`src/design/bus_cmd_cfg.svh`:
```
// Constants for the bus cycle command controller
`ifndef BUS_CMD_CFG_SVH
`define BUS_CMD_CFG_SVH

// Status pair {bit1_n, bit0_n} codes as seen on the pins (low = asserted)
`define BCC_STATUS_BOTH 2'h0
`define BCC_STATUS_READ 2'h1
`define BCC_STATUS_WRITE 2'h2
`define BCC_STATUS_IDLE 2'h3

// Level of the memory/IO select for memory space
`define BCC_SPACE_MEM 1'h1

// Level of the mode strap that selects system-bus-compatible timing
`define BCC_MODE_COMPAT 1'h1

// Reset values of the outputs
`define BCC_CMD_N_RST 1'h1
`define BCC_DATA_EN_RST 1'h0
`define BCC_DATA_DIR_RST 1'h0
`define BCC_ALE_RST 1'h0
`define BCC_MODE_RST 1'h0

// Extra falling edges a command waits for in compatible mode
`define BCC_COMPAT_DELAY_CYCLES 1

`endif

```
`src/design/bus_cmd_pkg.sv`:
```
// Types shared by the bus cycle command controller files
package bus_cmd_pkg;

    // Decoded kind of a bus cycle
    typedef enum logic [2:0] {
        CYC_IDLE,
        CYC_INTA,
        CYC_IORD,
        CYC_IOWR,
        CYC_HALT,
        CYC_MRD,
        CYC_MWR
    } cycle_kind_type;

    // Sequencer states
    typedef enum logic [1:0] {
        ST_IDLE,
        ST_DELAY,
        ST_CMD
    } ctl_state_type;

endpackage

```
`src/design/bus_cmd_ctrl.sv`:
```
// Bus cycle command controller: status decode, command strobes, data control
// Overview of operation
// - Sample inputs, change outputs on falling edge only
// - Status inputs are active low
// - Either status input low starts a cycle
// - Cycle type from status plus space select
// - Separate memory and I/O command strobes
// - Separate data enable and direction outputs
// - Strap selects compatible or high-speed timing
// - Static logic, supports a low power mode
// - Select low is I/O, high is memory
// - I/O: acknowledge, read, write, idle
// - Memory: halt, read, write, idle
`timescale 1ns/1ps
`default_nettype none
`include "bus_cmd_cfg.svh"

module bus_cmd_ctrl
    import bus_cmd_pkg::*;
(
    input wire logic CLK_IN, // Controller clock, 20 MHz
    input wire logic SRST_IN, // Synchronous reset, active high
    input wire logic CYCLE_STATUS_BIT0_N_IN, // Cycle status bit 0, active low
    input wire logic CYCLE_STATUS_BIT1_N_IN, // Cycle status bit 1, active low
    input wire logic MEM_IO_SEL_IN, // High memory space, low I/O space
    input wire logic READY_N_IN, // Ends the command phase when low
    input wire logic MODE_STRAP_IN, // High selects compatible timing
    input wire logic LOW_POWER_IN, // High holds off new cycles
    output logic ADDR_LATCH_OUT, // One-cycle pulse at cycle start
    output logic MEM_RD_N_OUT, // Memory read command, active low
    output logic MEM_WR_N_OUT, // Memory write command, active low
    output logic IO_RD_N_OUT, // I/O read command, active low
    output logic IO_WR_N_OUT, // I/O write command, active low
    output logic INTA_N_OUT, // Interrupt acknowledge, active low
    output logic DATA_EN_OUT, // Data transceiver enable, active high
    output logic DATA_DIR_OUT // High transmit (write), low receive
);

    // Registered state
    ctl_state_type state; // Sequencer state
    cycle_kind_type kind; // Kind of the cycle in progress
    logic compat_mode; // Strap value caught at reset
    logic ale; // Address latch pulse
    logic mem_rd_n; // Memory read strobe
    logic mem_wr_n; // Memory write strobe
    logic io_rd_n; // I/O read strobe
    logic io_wr_n; // I/O write strobe
    logic inta_n; // Acknowledge strobe
    logic data_en; // Transceiver enable
    logic data_dir; // Transceiver direction

    // Decode wires
    wire [1:0] status_n; // Status pair as on the pins
    cycle_kind_type decoded_kind; // Kind decoded this edge
    wire status_active; // Either status bit asserted
    wire cycle_start; // A new cycle begins this edge
    wire has_command; // Decoded kind drives a strobe
    cycle_kind_type next_kind; // Kind held after this edge
    ctl_state_type next_state; // State after this edge
    wire next_in_cmd; // Command phase after this edge
    wire next_in_cycle; // Any active phase after this edge
    wire next_is_write; // Cycle after this edge writes
    wire next_mem_rd_n;
    wire next_mem_wr_n;
    wire next_io_rd_n;
    wire next_io_wr_n;
    wire next_inta_n;
    wire next_data_en;
    wire next_data_dir;

    // Status pair, low means asserted
    assign status_n = {CYCLE_STATUS_BIT1_N_IN, CYCLE_STATUS_BIT0_N_IN};
    assign status_active = (status_n != `BCC_STATUS_IDLE);

    // Kind decode from status and space select
    cycle_decoder u_decoder (
        .status_n_in(status_n),
        .space_in(MEM_IO_SEL_IN),
        .kind_out(decoded_kind)
    );

    // New cycle only from idle, and never in low power mode
    assign cycle_start = (state == ST_IDLE) && status_active && !LOW_POWER_IN;
    // Halt and idle codes give no strobe
    assign has_command = (decoded_kind != CYC_HALT) && (decoded_kind != CYC_IDLE);

    // Latch kind at cycle start, hold it otherwise
    assign next_kind = cycle_start ? decoded_kind : kind;

    // Sequencer: compatible mode inserts one delay state before the strobe
    always_comb begin
        next_state = state;
        unique case (state)
            ST_IDLE: begin
                if (cycle_start && has_command) begin
                    // One processor state is two edges here, so the delay stays short
                    next_state = compat_mode ? ST_DELAY : ST_CMD;
                end
            end
            ST_DELAY: begin
                next_state = ST_CMD;
            end
            ST_CMD: begin
                if (!READY_N_IN) begin // Ready ends the command
                    next_state = ST_IDLE;
                end
            end
        endcase
    end

    // Strobe selection, memory and I/O never share one
    assign next_in_cmd = (next_state == ST_CMD);
    assign next_in_cycle = (next_state != ST_IDLE);
    assign next_is_write = (next_kind == CYC_MWR) || (next_kind == CYC_IOWR);
    assign next_mem_rd_n = !(next_in_cmd && next_kind == CYC_MRD);
    assign next_mem_wr_n = !(next_in_cmd && next_kind == CYC_MWR);
    assign next_io_rd_n = !(next_in_cmd && next_kind == CYC_IORD);
    assign next_io_wr_n = !(next_in_cmd && next_kind == CYC_IOWR);
    assign next_inta_n = !(next_in_cmd && next_kind == CYC_INTA);

    // Data path: writes enable for the whole cycle, reads only with the strobe
    assign next_data_en = next_is_write ? next_in_cycle : next_in_cmd;
    assign next_data_dir = next_in_cycle && next_is_write;

    // Strap caught while reset is held; static afterwards
    always_ff @(negedge CLK_IN) begin
        if (SRST_IN) begin
            compat_mode <= (MODE_STRAP_IN == `BCC_MODE_COMPAT);
        end
    end

    // State and kind; plain flip-flops hold when the clock stops
    always_ff @(negedge CLK_IN) begin
        if (SRST_IN) begin
            state <= ST_IDLE;
            kind <= CYC_IDLE;
        end else begin
            state <= next_state;
            kind <= next_kind;
        end
    end

    // Output flip-flops, all on the falling edge
    always_ff @(negedge CLK_IN) begin
        if (SRST_IN) begin
            ale <= `BCC_ALE_RST;
            mem_rd_n <= `BCC_CMD_N_RST;
            mem_wr_n <= `BCC_CMD_N_RST;
            io_rd_n <= `BCC_CMD_N_RST;
            io_wr_n <= `BCC_CMD_N_RST;
            inta_n <= `BCC_CMD_N_RST;
            data_en <= `BCC_DATA_EN_RST;
            data_dir <= `BCC_DATA_DIR_RST;
        end else begin
            ale <= cycle_start;
            mem_rd_n <= next_mem_rd_n;
            mem_wr_n <= next_mem_wr_n;
            io_rd_n <= next_io_rd_n;
            io_wr_n <= next_io_wr_n;
            inta_n <= next_inta_n;
            data_en <= next_data_en;
            data_dir <= next_data_dir;
        end
    end

    // Port drive
    assign ADDR_LATCH_OUT = ale;
    assign MEM_RD_N_OUT = mem_rd_n;
    assign MEM_WR_N_OUT = mem_wr_n;
    assign IO_RD_N_OUT = io_rd_n;
    assign IO_WR_N_OUT = io_wr_n;
    assign INTA_N_OUT = inta_n;
    assign DATA_EN_OUT = data_en;
    assign DATA_DIR_OUT = data_dir;

    // Checks on the falling edge except the last, which is clocked on both edges; quiet during reset

    ale_on_start_a: assert property (@(negedge CLK_IN) disable iff (SRST_IN)
        cycle_start |=> ale ##1 !ale)
        else $error("latch pulse missing or too long after cycle start");

    idle_no_start_a: assert property (@(negedge CLK_IN) disable iff (SRST_IN)
        (state == ST_IDLE && status_n == `BCC_STATUS_IDLE) |=> !ale && state == ST_IDLE)
        else $error("cycle started with both status bits high");

    space_split_a: assert property (@(negedge CLK_IN) disable iff (SRST_IN)
        (!mem_rd_n || !mem_wr_n) |-> (io_rd_n && io_wr_n && inta_n))
        else $error("memory and I/O strobes active together");

    io_read_fast_a: assert property (@(negedge CLK_IN) disable iff (SRST_IN)
        (cycle_start && !compat_mode && !MEM_IO_SEL_IN && status_n == `BCC_STATUS_READ)
        |=> !io_rd_n && mem_rd_n && !data_dir)
        else $error("I/O read strobe not on first edge in high-speed mode");

    mem_write_compat_a: assert property (@(negedge CLK_IN) disable iff (SRST_IN)
        (cycle_start && compat_mode && decoded_kind == CYC_MWR)
        |=> (mem_wr_n && data_en && data_dir) ##1 !mem_wr_n)
        else $error("compatible memory write not delayed by one edge");

    halt_no_cmd_a: assert property (@(negedge CLK_IN) disable iff (SRST_IN)
        (cycle_start && decoded_kind == CYC_HALT)
        |=> state == ST_IDLE && mem_rd_n && mem_wr_n && !data_en)
        else $error("halt cycle produced a command");

    write_dir_a: assert property (@(negedge CLK_IN) disable iff (SRST_IN)
        (!mem_wr_n || !io_wr_n) |-> (data_dir && data_en))
        else $error("write strobe without transmit direction");

    ready_end_a: assert property (@(negedge CLK_IN) disable iff (SRST_IN)
        (state == ST_CMD && !READY_N_IN)
        |=> mem_rd_n && mem_wr_n && io_rd_n && io_wr_n && inta_n && !data_en)
        else $error("strobes not released after ready");

    low_power_hold_a: assert property (@(negedge CLK_IN) disable iff (SRST_IN)
        (state == ST_IDLE && LOW_POWER_IN) |=> (state == ST_IDLE && !ale))
        else $error("cycle started in low power mode");

    inta_space_a: assert property (@(negedge CLK_IN) disable iff (SRST_IN)
        (cycle_start && status_n == `BCC_STATUS_BOTH && !MEM_IO_SEL_IN && !compat_mode)
        |=> !inta_n)
        else $error("acknowledge not issued for I/O space code zero");

    // Clocked on both edges: the sampled clock is high only at falling edges,
    // so each check compares the outputs across the rising edge just passed
    falling_edge_a: assert property (@(CLK_IN) disable iff (SRST_IN)
        CLK_IN |-> $stable(mem_rd_n) && $stable(mem_wr_n) && $stable(io_rd_n)
        && $stable(io_wr_n) && $stable(inta_n) && $stable(data_en)
        && $stable(data_dir) && $stable(ale))
        else $error("output changed on a rising edge");

endmodule // bus_cmd_ctrl
`default_nettype wire

```
`src/design/cycle_decoder.sv`:
```
// Combinational decode of status pair and space select into a cycle kind
`timescale 1ns/1ps
`default_nettype none
`include "bus_cmd_cfg.svh"

module cycle_decoder
    import bus_cmd_pkg::*;
(
    input wire logic [1:0] status_n_in, // Status pair {bit1_n, bit0_n}
    input wire logic space_in, // High for memory, low for I/O
    output var cycle_kind_type kind_out // Decoded cycle kind
);

    // Lookup of the eight status and space combinations
    always_comb begin
        kind_out = CYC_IDLE;
        if (space_in == `BCC_SPACE_MEM) begin // Memory space
            unique case (status_n_in)
                `BCC_STATUS_BOTH: kind_out = CYC_HALT;
                `BCC_STATUS_READ: kind_out = CYC_MRD;
                `BCC_STATUS_WRITE: kind_out = CYC_MWR;
                `BCC_STATUS_IDLE: kind_out = CYC_IDLE;
            endcase
        end else begin // I/O space
            unique case (status_n_in)
                `BCC_STATUS_BOTH: kind_out = CYC_INTA;
                `BCC_STATUS_READ: kind_out = CYC_IORD;
                `BCC_STATUS_WRITE: kind_out = CYC_IOWR;
                `BCC_STATUS_IDLE: kind_out = CYC_IDLE;
            endcase
        end
    end

endmodule // cycle_decoder
`default_nettype wire

```
`config.mk`:
```
export PLATFORM = sky130hd
export DESIGN_NAME = bus_cmd_ctrl
export DESIGN_NICKNAME = d
export VERILOG_FILES = /design/src/design/bus_cmd_pkg.sv /design/src/design/bus_cmd_ctrl.sv /design/src/design/cycle_decoder.sv
export VERILOG_INCLUDE_DIRS = /design/src /design/src/design
export SDC_FILE = /design/constraint.sdc
export NUM_CORES = 1
export LEC_CHECK = 0
export BUFFER_PORTS_ARGS = -buffer_cell sky130_fd_sc_hd__buf_2
export CAP_MARGIN = 20
export CORE_MARGIN = 2
export CORE_UTILIZATION = 47
export CTS_CLUSTER_DIAMETER = 50
export DETAILED_ROUTE_END_ITERATION = 8
export GPL_TIMING_DRIVEN = 0
export PLACE_DENSITY = 0.72
export SYNTH_ARGS = -nofsm -noshare
export SYNTH_HDL_FRONTEND = slang
export SYNTH_SLANG_ARGS = --single-unit
```
`constraint.sdc`:
```
create_clock -name CLK_IN -period 1.9 [get_ports CLK_IN]
set_input_delay 0.19 -clock CLK_IN [delete_from_list [all_inputs] [get_ports CLK_IN]]
set_output_delay 0.19 -clock CLK_IN [all_outputs]
set_load 0.02 [all_outputs]
```
==> metrics.md <==
| Metric | Value |
|---|---|
| Status | finished with violations |
| Failing checks | setup timing |
| Post-route cell area | approximately 1300 um2 |
| CTS Hold Bufs | 0 |
| Htree depth | 1 |
| Vias post-DR | 901 |
| Most used routing layer in global routing | met2 |
| FF+latch count, synth | 14 |
| Std cell rows | 15 |
| Final Wtd Congestion | approximately 0.77 |
| Largest net degree at the start of global routing | 10 |
| Synthesized area per cell | 8.68 um2 |
| Critical path endpoint | DATA_EN_OUT$_SDFF_NP0_ |
| Synth area leaders | dfxtp_1 (32%), ha_1 (11%), inv_1 (4.1%) |
| Vias per cell | about 6.0 |
| Fin worst setup slack | -0.379 ns |
| Largest family of logic cells by synthesized area | simple AND/OR/NAND/NOR gates |
| Reg-to-reg critical path startpoint | state[0]$_SDFF_NP0_ |
| Sw Ratio | a little over two fifths |
| XOR/XNOR Fraction of Synth Area | 1.06% |
| First-pass GRT wire length | roughly 3.6 mm |
| Synth Area in Adders | 10.6% |
| Cell area after synthesis | between 800 and 900 um2 |
| Setup violators final | 21 |
| Slew margin rel. | roughly 70% |
| Combinational share of power | 46.2% |
| Startpoint types | input pin |
| Die H | 45.9 um |
| Slack of the worst reg-to-reg path | -0.20 ns |
| Pwr/cell area | 963 nW/um2 |
| Synth Flop Type | dfxtp_1 |
| Final core utilization | 79.5% |
| CP Capture Type | flip-flop |
| R2R depth | 6 |
| TritonCTS clock tree | yes |
| Die width | ~46 um |
| Most common cell in the netlist | dfxtp_1 |
| Post-Place Worst Slack | -0.831 ns |
| Clock root buffer | clkbuf_4 |
| Setup CP Type | input pin to flip-flop |
| Layout cells sized above 1 | 48.1% |
| Worst slew pin tran | 0.479 ns |
| CTS sink cnt | 14 |
| Crit. Startpoint | CYCLE_STATUS_BIT0_N_IN |
| Register area share after synthesis | 35.2% |
| CTS Buffer Depth | 2 |
| Finished Layout Cells | 150 |
| Post-synth top cells | dfxtp_1 (13), inv_1 (9), nand2_1 (9) |
| Multiplexer area fraction after synthesis | 2.58% |
| Dpl cell area | 992 um2 |
| Cell count after synthesis | 95 |
| M3 GR Usage | about a tenth |
| Total CTS buffers | 3 |
| # IOs | 16 |
| ANT nets after route | 0 |
| Die footprint | about 2100 um2 |
| Synth Area in Simple Gates | between 20% and 30% |
| Wire per inst | 16.3 um |
| Max_cap viols | 0 |
| GR Util met2 | 44.2% |
| Number of detailed-route iterations in the first pass | 4 |
| Nets@finish | 149 |
| Synth Net Count | 110 |
| Max Fanout on Critical Path | 4 |
| Number of synthesized flops with an enable pin | 1 |
| Met1 Usage GRT | 23.6% |
| Worst Skew | roughly 0.034 ns |
| Area of the core | approximately 1700 um2 |
| Gr usage total | 25.6% |
| DRT iter0 DRCs | 23 |
| Data required, critical path | 1.19 ns |
| WL final | 2.45 mm |
| TNS Setup | -3.94 ns |
| Area delta synth->final | 62.8% |
| Share of the synthesized area in the top cell type | a little under a third |
| Reg clk slew, reported paths | 0.04 ns |
| FILL cells | about 110 |
| Hold WC Path Type | flip-flop to flip-flop |
| Initial antenna violation count | 0 |
| Hpwl dp | around 1.3 mm |
| Switching Power | ~550 uW |
| Critical path arrival | 1.57 ns |
| Internal Power | around 750 uW |
| Reg2reg end | DATA_EN_OUT$_SDFF_NP0_ |
| Insertion delay to the later sink of the worst-skew pair | 0.38 ns |
| Sequential share of power | 29.1% |
| Clock power share | 24.6% |
| Hold Violations, Final | 0 |
| Worst vdd ir | 0.543 mV |
| Hold slack | 0.503 ns |
| Vias in the first global route | 878 |
| Effective utilization at floorplan | 48.8% |
| Async S/R FF share, synth | 0% |
| PortBufs | 14 |
| Drc violations | 0 |
| Placed instance count | 126 |
| Ant. Diodes | 0 |
| Leak | slightly below 0.6 nW |
| Compound-Gate Fraction of Synth Area | roughly 20% |
| Synth Warn # | 0 |
| Area leader, netlist | dfxtp_1 |
| Overflow after GRT | 0 |
| Max Slew Vio Count | 0 |
| Power, Total | about 1.3 mW |
| Post-synthesis cell type count | 35 |
| RSZ-0062 raised after global routing | yes |
==> cell type report <==
class,instances,area [um2],area share [%]
plain buffers,3,33.8,2.52
clock buffers,3,22.5,1.68
clock inverters,15,57.6,4.29
inverters,8,32.5,2.42
multi-input cells,68,641,47.7
flip-flops and latches,14,299,22.3
well taps,17,21.3,1.58
repair buffers,22,235,17.5
==> how the worst min path moves through the flow <==
stage | startpoint | endpoint | slack [ns] | depth (start not counted)
2_1_floorplan | kind[1]$_SDFF_NP0_ | kind[1]$_SDFF_NP0_ | 0.47 | 2
3_3_place_gp | kind[1]$_SDFF_NP0_ | kind[1]$_SDFF_NP0_ | 0.49 | 2
3_5_place_dp | kind[1]$_SDFF_NP0_ | kind[1]$_SDFF_NP0_ | 0.50 | 2
4_1_cts | kind[1]$_SDFF_NP0_ | kind[1]$_SDFF_NP0_ | 0.50 | 2
5_1_grt | kind[1]$_SDFF_NP0_ | kind[1]$_SDFF_NP0_ | 0.53 | 2
6_report | kind[1]$_SDFF_NP0_ | kind[1]$_SDFF_NP0_ | 0.50 | 2
==> cells by family after synthesis <==
group	Yosys count
DFF	14
buffers and inverters	13
xor gates and xnor gates	1
and+or+nand+nor	36
adders and majority gates	7
muxes	2
AOI/OAI and AO/OA	22
==> per-layer routing <==
metal,up-vias,part of all wire [%]
met3,8,5.4
met1,424,36
li1,427,-
met2,42,54
met4,0,3.7
met5,-,0
==> sequential cells by signal, indices dropped and copies added, names as in the netlist <==
signal          flops
kind                3
IO_WR_N_OUT         1
IO_RD_N_OUT         1
DATA_DIR_OUT        1
compat_mode         1
ADDR_LATCH_OUT      1
state               2
DATA_EN_OUT         1
MEM_RD_N_OUT        1
MEM_WR_N_OUT        1
INTA_N_OUT          1
==> repair_timing <==
item,in CTS,in global routing
gates cloned,1,0
endpoints found under the setup margin,21,21
gates resized for setup,45,14
pin swaps,7,5
buffers inserted,5,2
==> worst max-delay path, stage by stage <==
cell and delay [ns]:
buf_8 0.11, ha_4 0.15, or3b_4 0.41, or4_4 0.45, o31a_4 0.15, mux2i_1 0.12
==> placed cells by master, fill, tap and decap left out, types with 2 or more instances in the layout <==
cell / instances
nor2b_1: 2
a21oi_1: 3
o211ai_1: 3
nand3_1: 5
inv_1: 20
nand2_1: 7
nor3_2: 2
buf_2: 5
clkbuf_4: 3
buf_8: 3
nor2_1: 3
nand3b_1: 3
buf_6: 12
buf_4: 2
a21oi_2: 3
ha_4: 3
ha_1: 4
dfxtp_2: 7
dfxtp_1: 6
==> power by group through the flow <==
stage	sequential [mW]	combinational, mW	clock (mW)
finish	0.377	0.598	0.318
global route	0.379	0.637	0.362
CTS	0.373	0.539	0.299
detailed placement	0.368	0.403	0.0484
global placement	0.367	0.396	0.0484
floorplan	0.388	0.298	0.0484
No activity file was read; power rests on OpenSTA's default activity.
